==> src/common/drive_status_pkg.sv <==
/*
 * Shared constants and types for the drive status output selector:
 * register offsets, reset values, selector codes, timing and the
 * packed set of internal status flags.
 * Assumes a single 250 MHz control clock and an APB register port.
 */
package drive_status_pkg;

    // clock and time base
    localparam int CLK_PERIOD_NS = 4;
    localparam int TICK_10MS_NS = 10_000_000;
    localparam int TICK_10MS_CYCLES = TICK_10MS_NS / CLK_PERIOD_NS;
    localparam logic [6:0] TICKS_PER_SECOND = 7'h64;

    // register byte offsets
    localparam logic [7:0] ADDR_SEL_LO = 8'h00;
    localparam logic [7:0] ADDR_SEL_HI = 8'h04;
    localparam logic [7:0] ADDR_COMM = 8'h08;
    localparam logic [7:0] ADDR_CTRL = 8'h0C;
    localparam logic [7:0] ADDR_OVERHEAT = 8'h10;
    localparam logic [7:0] ADDR_LOAD = 8'h14;
    localparam logic [7:0] ADDR_CAP_LIMIT = 8'h18;
    localparam logic [7:0] ADDR_STATUS = 8'h1C;
    localparam logic [7:0] ADDR_LIFE = 8'h20;
    localparam logic [7:0] ADDR_LIFE_COUNT = 8'h24;

    // selector codes
    localparam logic [7:0] CODE_NET = 8'h20;
    localparam logic [7:0] CODE_CAP = 8'h27;
    localparam logic [7:0] CODE_FAN = 8'h28;
    localparam logic [7:0] CODE_RUN = 8'h29;
    localparam logic [7:0] CODE_OHF = 8'h2A;
    localparam logic [7:0] CODE_LOAD = 8'h2B;
    localparam logic [7:0] CODE_READY = 8'h32;
    localparam logic [7:0] CODE_FWD = 8'h33;
    localparam logic [7:0] CODE_REV = 8'h34;

    // reset values and limits
    localparam logic [7:0] TERM_SEL_RESET = 8'h00;
    localparam logic [7:0] RELAY_SEL_RESET = 8'h05;
    localparam logic [15:0] TIMEOUT_RESET = 16'h0000;
    localparam logic [15:0] TIMEOUT_MAX = 16'h270F;
    localparam logic [1:0] FAN_CTRL_RESET = 2'h0;
    localparam logic [1:0] FAN_CTRL_STOP_OK = 2'h1;
    localparam logic [7:0] OVERHEAT_RESET = 8'h78;
    localparam logic [7:0] OVERHEAT_MAX = 8'hC8;
    localparam logic LOAD_MODE_RESET = 1'b1;
    localparam int LOAD_MAX_SMALL_PCT = 200;
    localparam int LOAD_MAX_LARGE_PCT = 180;
    localparam logic [31:0] CAP_LIMIT_RESET = 32'h0100_0000;

    // fan drop at 75% of nominal: speed*4 <= nominal*3
    localparam logic [17:0] FAN_DROP_NUM = 18'h00003;
    localparam logic [17:0] FAN_DROP_DEN = 18'h00004;

    // capacitor ageing doubles each 10 degrees over these steps
    localparam logic [7:0] AGE_STEP_1 = 8'h28;
    localparam logic [7:0] AGE_STEP_2 = 8'h32;
    localparam logic [7:0] AGE_STEP_3 = 8'h3C;

    typedef enum logic [1:0] {
        RUN_IDLE = 2'b00,
        RUN_FWD = 2'b01,
        RUN_REV = 2'b10,
        RUN_BLOCK = 2'b11
    } run_state_t;

    typedef struct packed {
        logic capacitor_life_warning;
        logic network_timeout_flag;
        logic fan_speed_drop_flag;
        logic run_command_present;
        logic heatsink_overheat_flag;
        logic light_load_flag;
        logic operation_ready_flag;
        logic forward_running_flag;
        logic reverse_running_flag;
    } status_flags_t;

    // condition named by a selector code; unknown codes drive off
    function automatic logic pick_flag(input logic [7:0] code,
                                       input status_flags_t f);
        logic r;
        r = 1'b0;
        case (code)
            CODE_NET: r = f.network_timeout_flag;
            CODE_CAP: r = f.capacitor_life_warning;
            CODE_FAN: r = f.fan_speed_drop_flag;
            CODE_RUN: r = f.run_command_present;
            CODE_OHF: r = f.heatsink_overheat_flag;
            CODE_LOAD: r = f.light_load_flag;
            CODE_READY: r = f.operation_ready_flag;
            CODE_FWD: r = f.forward_running_flag;
            CODE_REV: r = f.reverse_running_flag;
            default: r = 1'b0;
        endcase
        return r;
    endfunction

endpackage

==> src/drive_status_output_select.sv <==
/*
 * Status generation and output selection for five open-collector
 * terminals and one relay of a motor drive, with an APB register port.
 * Assumes the drive core supplies its measurements on CLK_I; only the
 * forward and reverse run pins arrive asynchronously.
 */
// Our own choices: the APB interface to the registers and the register addresses.
`timescale 1ns/1ns
module drive_status_output_select
    import drive_status_pkg::*;
#(
    parameter int TICK_CYCLES = TICK_10MS_CYCLES,
    parameter logic [15:0] RATED_CURRENT = 16'h0064,
    parameter logic [15:0] FAN_NOMINAL = 16'h0BB8,
    parameter logic LARGE_RATING = 1'b0
) (
    input wire logic CLK_I,
    input wire logic RST_I,
    input wire logic PSEL_I,
    input wire logic PENABLE_I,
    input wire logic PWRITE_I,
    input wire logic [7:0] PADDR_I,
    input wire logic [31:0] PWDATA_I,
    input wire logic [3:0] PSTRB_I,
    output logic [31:0] PRDATA_O,
    output logic PREADY_O,
    output logic PSLVERR_O,
    input wire logic FORWARD_RUN_INPUT_I,
    input wire logic REVERSE_RUN_INPUT_I,
    input wire logic COMM_DATA_RECEIVED_I,
    input wire logic [15:0] FAN_SPEED_I,
    input wire logic FAN_STOPPED_I,
    input wire logic [7:0] FIN_TEMP_I,
    input wire logic [15:0] OUTPUT_CURRENT_I,
    input wire logic AT_CONST_SPEED_I,
    input wire logic MOTOR_RUNNING_I,
    input wire logic MOTOR_REVERSE_I,
    input wire logic SUPPLY_OK_I,
    input wire logic TRIP_I,
    output logic [4:0] TERM_O,
    output logic RELAY_CONTACT_A_O,
    output logic RELAY_CONTACT_B_O,
    output logic RUN_FWD_O,
    output logic RUN_REV_O,
    output logic DRIVE_STOP_O
);

    localparam int LOAD_MAX_INT = LARGE_RATING ?
        (int'(RATED_CURRENT) * LOAD_MAX_LARGE_PCT) / 100 :
        (int'(RATED_CURRENT) * LOAD_MAX_SMALL_PCT) / 100;
    localparam logic [15:0] LOAD_MAX = 16'(LOAD_MAX_INT);

    logic [7:0] sel [6];
    logic [15:0] comm_timeout_setting;
    logic modbus_rtu;
    logic [1:0] fan_control_setting;
    logic run_source_select;
    logic sw_fwd;
    logic sw_rev;
    logic [7:0] overheat_level_setting;
    logic [15:0] light_load_level_setting;
    logic light_load_mode_setting;
    logic [31:0] cap_limit;
    logic [31:0] life_acc;
    logic [21:0] tick_cnt;
    logic tick;
    logic [6:0] sec_cnt;
    logic [15:0] idle_ticks;
    logic net_flag;
    logic [2:0] fw_sync;
    logic [2:0] rv_sync;
    logic fw_level;
    logic rv_level;
    run_state_t run_state;
    run_state_t next_run_state;
    status_flags_t flags;
    logic [5:0] out_q;
    logic cmd_fw;
    logic cmd_rv;
    logic conflict;
    logic net_set;
    logic [31:0] rd_data;
    logic rd_ok;
    logic wr_en;
    logic [31:0] wr_word;

    // byte-lane merge for APB strobes
    function automatic logic [31:0] merge(input logic [31:0] old,
                                          input logic [31:0] wd,
                                          input logic [3:0] st);
        logic [31:0] r;
        r = old;
        for (int b = 0; b < 4; b++) begin
            if (st[b]) begin
                r[b*8 +: 8] = wd[b*8 +: 8];
            end
        end
        return r;
    endfunction

    assign wr_en = PSEL_I & PENABLE_I & PREADY_O & PWRITE_I;

    // read word of the addressed register, before the write merge
    always_comb begin
        rd_data = 32'h0000_0000;
        rd_ok = 1'b1;
        case (PADDR_I)
            ADDR_SEL_LO: rd_data = {sel[3], sel[2], sel[1], sel[0]};
            ADDR_SEL_HI: rd_data = {16'h0000, sel[5], sel[4]};
            ADDR_COMM: rd_data = {15'h0000, modbus_rtu,
                                  comm_timeout_setting};
            ADDR_CTRL: rd_data = {27'h0000000, sw_rev, sw_fwd,
                                  run_source_select, fan_control_setting};
            ADDR_OVERHEAT: rd_data = {24'h000000, overheat_level_setting};
            ADDR_LOAD: rd_data = {15'h0000, light_load_mode_setting,
                                  light_load_level_setting};
            ADDR_CAP_LIMIT: rd_data = cap_limit;
            ADDR_STATUS: rd_data = {15'h0000, run_state, out_q, flags};
            ADDR_LIFE: rd_data = {30'h00000000,
                                  flags.fan_speed_drop_flag,
                                  flags.capacitor_life_warning};
            ADDR_LIFE_COUNT: rd_data = life_acc;
            default: rd_ok = 1'b0;
        endcase
    end

    assign wr_word = merge(rd_data, PWDATA_I, PSTRB_I);

    // apb answer: ready in the first access cycle, data caught at setup
    always_ff @(posedge CLK_I) begin
        if (RST_I) begin
            PREADY_O <= 1'b0;
            PRDATA_O <= 32'h0000_0000;
            PSLVERR_O <= 1'b0;
        end else begin
            PREADY_O <= PSEL_I & ~PENABLE_I;
            if (PSEL_I & ~PENABLE_I) begin
                PRDATA_O <= PWRITE_I ? 32'h0000_0000 : rd_data;
                PSLVERR_O <= ~rd_ok;
            end
        end
    end

    // selector registers; relay starts on code 05
    always_ff @(posedge CLK_I) begin
        if (RST_I) begin
            for (int i = 0; i < 5; i++) begin
                sel[i] <= TERM_SEL_RESET;
            end
            sel[5] <= RELAY_SEL_RESET;
        end else if (wr_en && PADDR_I == ADDR_SEL_LO) begin
            for (int i = 0; i < 4; i++) begin
                sel[i] <= wr_word[i*8 +: 8];
            end
        end else if (wr_en && PADDR_I == ADDR_SEL_HI) begin
            sel[4] <= wr_word[7:0];
            sel[5] <= wr_word[15:8];
        end
    end

    // settings; out-of-range values clamp to the top of their range
    always_ff @(posedge CLK_I) begin
        if (RST_I) begin
            comm_timeout_setting <= TIMEOUT_RESET;
            modbus_rtu <= 1'b0;
            fan_control_setting <= FAN_CTRL_RESET;
            run_source_select <= 1'b0;
            sw_fwd <= 1'b0;
            sw_rev <= 1'b0;
            overheat_level_setting <= OVERHEAT_RESET;
            light_load_level_setting <= RATED_CURRENT;
            light_load_mode_setting <= LOAD_MODE_RESET;
            cap_limit <= CAP_LIMIT_RESET;
        end else if (wr_en) begin
            case (PADDR_I)
                ADDR_COMM: begin
                    comm_timeout_setting <= (wr_word[15:0] > TIMEOUT_MAX) ?
                        TIMEOUT_MAX : wr_word[15:0];
                    modbus_rtu <= wr_word[16];
                end
                ADDR_CTRL: begin
                    fan_control_setting <= wr_word[1:0];
                    run_source_select <= wr_word[2];
                    sw_fwd <= wr_word[3];
                    sw_rev <= wr_word[4];
                end
                ADDR_OVERHEAT: begin
                    overheat_level_setting <=
                        (wr_word[7:0] > OVERHEAT_MAX) ?
                        OVERHEAT_MAX : wr_word[7:0];
                end
                ADDR_LOAD: begin
                    light_load_level_setting <=
                        (wr_word[15:0] > LOAD_MAX) ?
                        LOAD_MAX : wr_word[15:0];
                    light_load_mode_setting <= wr_word[16];
                end
                ADDR_CAP_LIMIT: cap_limit <= wr_word;
                default: cap_limit <= cap_limit;
            endcase
        end
    end

    // 10 ms time base shared by the timeout and the life estimate
    always_ff @(posedge CLK_I) begin
        if (RST_I) begin
            tick_cnt <= 22'h000000;
            tick <= 1'b0;
        end else if (tick_cnt == 22'(TICK_CYCLES - 1)) begin
            tick_cnt <= 22'h000000;
            tick <= 1'b1;
        end else begin
            tick_cnt <= tick_cnt + 22'h000001;
            tick <= 1'b0;
        end
    end

    // timeout is an event at the tick that reaches the setting, so the next
    // data releases the flag unless a set falls in the same cycle; zero disables it, and a setting lowered
    // below the running count waits for data first
    assign net_set = modbus_rtu && tick &&
                     comm_timeout_setting != TIMEOUT_RESET &&
                     idle_ticks == comm_timeout_setting - 16'h0001;

    always_ff @(posedge CLK_I) begin
        if (RST_I) begin
            idle_ticks <= 16'h0000;
        end else if (COMM_DATA_RECEIVED_I) begin
            idle_ticks <= 16'h0000;
        end else if (tick && idle_ticks != 16'hFFFF) begin
            idle_ticks <= idle_ticks + 16'h0001;
        end
    end

    // held until the next data; a set in the same cycle wins
    always_ff @(posedge CLK_I) begin
        if (RST_I) begin
            net_flag <= 1'b0;
        end else if (!modbus_rtu) begin
            net_flag <= 1'b0;
        end else if (net_set) begin
            net_flag <= 1'b1;
        end else if (COMM_DATA_RECEIVED_I) begin
            net_flag <= 1'b0;
        end
    end

    // powered-on seconds weighted by temperature; saturates
    always_ff @(posedge CLK_I) begin
        if (RST_I) begin
            sec_cnt <= 7'h00;
            life_acc <= 32'h0000_0000;
        end else if (tick) begin
            if (sec_cnt == TICKS_PER_SECOND - 7'h01) begin
                sec_cnt <= 7'h00;
                if (life_acc < 32'hFFFF_FFF0) begin
                    if (FIN_TEMP_I >= AGE_STEP_3) begin
                        life_acc <= life_acc + 32'h0000_0008;
                    end else if (FIN_TEMP_I >= AGE_STEP_2) begin
                        life_acc <= life_acc + 32'h0000_0004;
                    end else if (FIN_TEMP_I >= AGE_STEP_1) begin
                        life_acc <= life_acc + 32'h0000_0002;
                    end else begin
                        life_acc <= life_acc + 32'h0000_0001;
                    end
                end
            end else begin
                sec_cnt <= sec_cnt + 7'h01;
            end
        end
    end

    // run pins: three flops, a change counts once stages two and three agree
    always_ff @(posedge CLK_I) begin
        if (RST_I) begin
            fw_sync <= 3'h0;
            rv_sync <= 3'h0;
            fw_level <= 1'b0;
            rv_level <= 1'b0;
        end else begin
            fw_sync <= {fw_sync[1:0], FORWARD_RUN_INPUT_I};
            rv_sync <= {rv_sync[1:0], REVERSE_RUN_INPUT_I};
            if (fw_sync[1] == fw_sync[2]) begin
                fw_level <= fw_sync[2];
            end
            if (rv_sync[1] == rv_sync[2]) begin
                rv_level <= rv_sync[2];
            end
        end
    end

    assign cmd_fw = run_source_select ? sw_fwd : fw_level;
    assign cmd_rv = run_source_select ? sw_rev : rv_level;
    assign conflict = cmd_fw & cmd_rv;

    // run acceptance; a refused command must be released before retry
    always_comb begin
        next_run_state = run_state;
        case (run_state)
            RUN_IDLE: begin
                if (conflict || ((cmd_fw || cmd_rv) &&
                                 !flags.operation_ready_flag)) begin
                    next_run_state = RUN_BLOCK;
                end else if (cmd_fw) begin
                    next_run_state = RUN_FWD;
                end else if (cmd_rv) begin
                    next_run_state = RUN_REV;
                end
            end
            RUN_FWD: begin
                if (conflict || !flags.operation_ready_flag) begin
                    next_run_state = RUN_BLOCK;
                end else if (!cmd_fw) begin
                    next_run_state = RUN_IDLE;
                end
            end
            RUN_REV: begin
                if (conflict || !flags.operation_ready_flag) begin
                    next_run_state = RUN_BLOCK;
                end else if (!cmd_rv) begin
                    next_run_state = RUN_IDLE;
                end
            end
            RUN_BLOCK: begin
                if (!cmd_fw && !cmd_rv) begin
                    next_run_state = RUN_IDLE;
                end
            end
            default: next_run_state = RUN_IDLE;
        endcase
    end

    always_ff @(posedge CLK_I) begin
        if (RST_I) begin
            run_state <= RUN_IDLE;
            RUN_FWD_O <= 1'b0;
            RUN_REV_O <= 1'b0;
            DRIVE_STOP_O <= 1'b0;
        end else begin
            run_state <= next_run_state;
            RUN_FWD_O <= next_run_state == RUN_FWD;
            RUN_REV_O <= next_run_state == RUN_REV;
            DRIVE_STOP_O <= conflict;
        end
    end

    // status conditions, combinational so terminals lag by one flop only
    always_comb begin
        flags.capacitor_life_warning = life_acc >= cap_limit;
        flags.network_timeout_flag = net_flag;
        flags.fan_speed_drop_flag =
            ({2'b00, FAN_SPEED_I} * FAN_DROP_DEN <=
             {2'b00, FAN_NOMINAL} * FAN_DROP_NUM) &&
            !(fan_control_setting == FAN_CTRL_STOP_OK &&
              FAN_STOPPED_I);
        flags.run_command_present = fw_level | rv_level |
                                    sw_fwd | sw_rev;
        flags.heatsink_overheat_flag =
            FIN_TEMP_I > overheat_level_setting;
        flags.light_load_flag = MOTOR_RUNNING_I &&
            OUTPUT_CURRENT_I < light_load_level_setting &&
            (!light_load_mode_setting || AT_CONST_SPEED_I);
        flags.operation_ready_flag = SUPPLY_OK_I & ~TRIP_I;
        flags.forward_running_flag =
            MOTOR_RUNNING_I & ~MOTOR_REVERSE_I;
        flags.reverse_running_flag =
            MOTOR_RUNNING_I & MOTOR_REVERSE_I;
    end

    // one selector stage per terminal, no delay beyond the output flop
    for (genvar g = 0; g < 6; g++) begin : g_term
        always_ff @(posedge CLK_I) begin
            if (RST_I) begin
                out_q[g] <= 1'b0;
            end else begin
                out_q[g] <= pick_flag(sel[g], flags);
            end
        end
    end

    // relay break contact needs its own flop to stay glitch free
    always_ff @(posedge CLK_I) begin
        if (RST_I) begin
            RELAY_CONTACT_B_O <= 1'b1;
        end else begin
            RELAY_CONTACT_B_O <= ~pick_flag(sel[5], flags);
        end
    end

    assign TERM_O = out_q[4:0];
    assign RELAY_CONTACT_A_O = out_q[5];
endmodule // drive_status_output_select

==> config.mk <==
export PLATFORM = sky130hd
export DESIGN_NAME = drive_status_output_select
export DESIGN_NICKNAME = d
export VERILOG_FILES = /design/src/common/drive_status_pkg.sv /design/src/drive_status_output_select.sv
export SDC_FILE = /design/constraint.sdc
export NUM_CORES = 1
export LEC_CHECK = 0
export BUFFER_PORTS_ARGS = -buffer_cell sky130_fd_sc_hd__buf_2
export CAP_MARGIN = 20
export CORE_ASPECT_RATIO = 0.7
export CORE_MARGIN = 2
export CORE_UTILIZATION = 54
export CTS_BUF_LIST = sky130_fd_sc_hd__clkbuf_4
export DETAILED_ROUTE_END_ITERATION = 12
export GPL_TIMING_DRIVEN = 0
export PLACE_DENSITY = 0.74
export SYNTH_ARGS = -nofsm -noshare
export SYNTH_HDL_FRONTEND = slang
export SYNTH_SLANG_ARGS = --single-unit
==> constraint.sdc <==
create_clock -name CLK_I -period 6.25 [get_ports CLK_I]
set_input_delay 0.9375 -clock CLK_I [delete_from_list [all_inputs] [get_ports CLK_I]]
set_output_delay 0.9375 -clock CLK_I [all_outputs]
set_load 0.01 [all_outputs]
==> flow_summary.yaml <==
setup_path:
  critPathKind: "reg -> reg"
  critical_path_depth: 11
  max_stage_delay_ns: 0.74
  critPathTopFamily: "simple AND/OR/NAND/NOR gates"
  critPathLaunchType: "register"
  critPathMaxFanout: 7
  crit_end: "overheat_level_setting[0]"
  slowest_stage: "o31ai_2"
  crit_chain: "ha_1, nand4_1, nor4_1, a221oi_1, o21ai_0, nor2_1, buf_6, o31ai_2, buf_6, or3b_1, a21oi_1"
  path_buf_inv: 2
  crit_path_frequent_cell: "buf_6"
  crit_arrival_ns: 5.01
  r2r_cells: 11
  rrSetupSlack_ns: 1.87
  cp-end-kind: "register"
  cp.required_ns: 6.88
  r2r_end: "overheat_level_setting[0]"
  cp-startpoint: "life_acc[28]"
  r2r_start: "life_acc[28]"
pwr:
  vdd_ir_drop_max_mv: 0.157
  power_leakage_nw: 6.68
  power.density_nw_per_um2: 212
detailed_routing:
  drt_iter0_drc: 2233
  drc: 0
  viasPerCell: 6.45
  dr_total_vias: 15300
  dr.pass1.iters: 6
  post_drt_wl_per_cell_um: 25.4
  wl_um: 60300
  ant_nets: 0
sta:
  finalSetupViolCount: 0
  finClkSkew_ns: 0.0479
  hold_viol: 0
  fmax_ghz: 0.229
  slew_viol_final: 0
  fin_ws_ns: 1.87
  fin_crit_ns: 4.38
  min_period_over_period: 0.700
  max-slew-margin-rel: 0.150
  grt_setup_unrepaired: "false"
  tightest_slew_ns: 1.28
logic_synthesis:
  ys.flop_type: "dfxtp_1"
  ys_seq_area_frac: 0.381
  synth-edff-count: 48
  synth.distinct_cells: 99
  synthesis.area_um2: 14900
  ys_ff_latch: 260
  syn_inst: 1747
  postSynthAreaPerCell_um2: 8.53
  syn_nets: 1908
  ys_async_sr_fraction: 0
  yosys_warnings: 0
clocking:
  clk-insertion-delay-late_ns: 0.74
  postCtsSetupRepairBufs: 0
  cts_buffers: 68
  clock_path_buffers: 3
  cts_tree: "yes"
  clock_sinks: 260
  hold_buffers: 0
  root_buffer: "clkbuf_4"
  ctsResizeCount: 0
  htreeDepth: 3
  clk_pin_slew_ns: 0.07
grt:
  grt_first_pass_wirelength_um: 86800
  grt_max_degree: 25
  grt_pass1_vias: 13600
  antenna_found_initial: 2
  track_usage: 0.410
  grt_overflow_total: 0
placed_design:
  hpwl_um: 46100
  numPortBuffers: 133
  postPlaceCellArea_um2: 16100
  post-place-ws_ns: 1.74
  gp_congestion: 1.07
floorplan:
  die_h_um: 143
  ioPinCount: 142
  die_area_um2: 29000
  start_util: 0.553
  rows: 50
  core_area_um2: 27000
  die_w_um: 203
layout:
  syn2layout_area_growth_pct: 14.3
  finish.instance_area_um2: 17000
  drive_above_1_share: 0.166
  fin_nets: 2121
worst_hold_path:
  hold_path.startpoint: "fw_sync[0]"
  hp-class: "reg -> reg"
job:
  cap_viol_max_count: 0
status:
  outcome: "finished clean"
## where the power goes
group | total, W | switching, W | internal (W)
logic | 0.000300 | 0.000210 | 0.0000901
clock network | 0.00158 | 0.000745 | 0.000833
registers | 0.00173 | 0.0000127 | 0.00172
total | 0.00361 | 0.000968 | 0.00264
## kinds of logic after synthesis
| logic type | count (synthesis) | share of synthesized area |
|---|---|---|
| fa+ha+maj | 63 | 0.0529 |
| xor+xnor | 77 | 0.0452 |
| buf+inv | 179 | 0.0487 |
| compound gates | 391 | 0.185 |
| mux | 71 | 0.0525 |
| simple gates | 706 | 0.234 |
| flops | 260 | 0.381 |
## registers in the layout, indices dropped and copies added (netlist names), 5 cells and up
register,count
sec_cnt,7
comm_timeout_setting,16
PRDATA_O,32
overheat_level_setting,8
life_acc,32
idle_ticks,16
light_load_level_setting,16
tick_cnt,22
sel,48
TERM_O,5
cap_limit,32
## placed cells by master (no fill, tap or decap), types with 48 or more instances in the layout
master and instances:
nand2_1 119, nor2_1 270, mux2i_1 52, buf_2 150
clkbuf_1 67, o21ai_0 65, ha_1 63, a21oi_1 107
inv_1 77, edfxtp_1 48, nor3_1 65, clkbuf_4 103
dfxtp_1 212
## worst min-delay path by stage
stage                     depth (start not counted)     endpoint
after floorplan                                   1   fw_sync[1]
after global placement                            1   rv_sync[1]
after global routing                              2   rv_sync[0]
after CTS                                         2   rv_sync[0]
after detailed placement                          1  tick_cnt[0]
final                                             1   fw_sync[1]
## per-stage QoR
step | hold WS, ns | cells | utilization | power, W | setup TNS (ns)
2_1_floorplan | 0.414 | 1747 | - | 0.00191 | 0
3_3_place_gp | 0.427 | 2244 | 0.594 | 0.00204 | -17.15
3_5_place_dp | 0.441 | 2251 | 0.598 | 0.00205 | 0
4_1_cts | 0.440 | 2371 | 0.631 | 0.00359 | 0
5_1_grt | 0.453 | 2376 | 0.632 | 0.00372 | 0
6_report | 0.439 | 2377 | 0.632 | 0.00361 | 0
## cells in the mapped netlist (all sizes together) (9+ instances only)
library cell | n | area (µm²)
a211oi | 11 | 82.6
a21oi | 107 | 536
a221o | 18 | 180
a221oi | 9 | 78.8
a22oi | 36 | 270
a31oi | 12 | 81.3
and2 | 14 | 92.6
and3 | 18 | 118
and4 | 12 | 105
buf | 33 | 176
clkbuf | 68 | 256
dfxtp | 212 | 4240
edfxtp | 48 | 1440
ha | 63 | 788
inv | 78 | 293
mux2 | 14 | 158
mux2i | 53 | 534
nand2 | 119 | 447
nand2b | 17 | 106
nand3 | 43 | 215
nand4 | 38 | 238
nor2 | 272 | 1030
nor2b | 21 | 131
nor3 | 65 | 325
nor4 | 11 | 75.1
nor4b | 10 | 100
o211ai | 10 | 85.1
o21a | 11 | 82.6
o21ai | 70 | 350
o31ai | 10 | 104
or3 | 21 | 131
or4 | 9 | 82.6
xnor2 | 34 | 298
xor2 | 43 | 377
## area by class of cell
| class | instances | area (µm²) |
|---|---|---|
| inverters | 78 | 293 |
| clock inverters | 17 | 118 |
| clock buffers | 103 | 773 |
| plain buffers | 101 | 433 |
| multi-input cells | 1308 | 8510 |
| fillers | 2418 | 9930 |
| repair buffers | 143 | 761 |
| flip-flops and latches | 260 | 5690 |
| well taps | 364 | 455 |
| diodes | 3 | 7.51 |
## layer usage
layer | global-route usage | part of all wire | vias to the layer above
li1 | - | - | 6825
met1 | 0.590 | 0.42 | 7178
met2 | 0.522 | 0.37 | 1165
met3 | 0.194 | 0.18 | 167
met4 | 0.143 | 0.034 | 0
met5 | 0 | 0 | -
No activity file was read; power rests on OpenSTA's default activity.
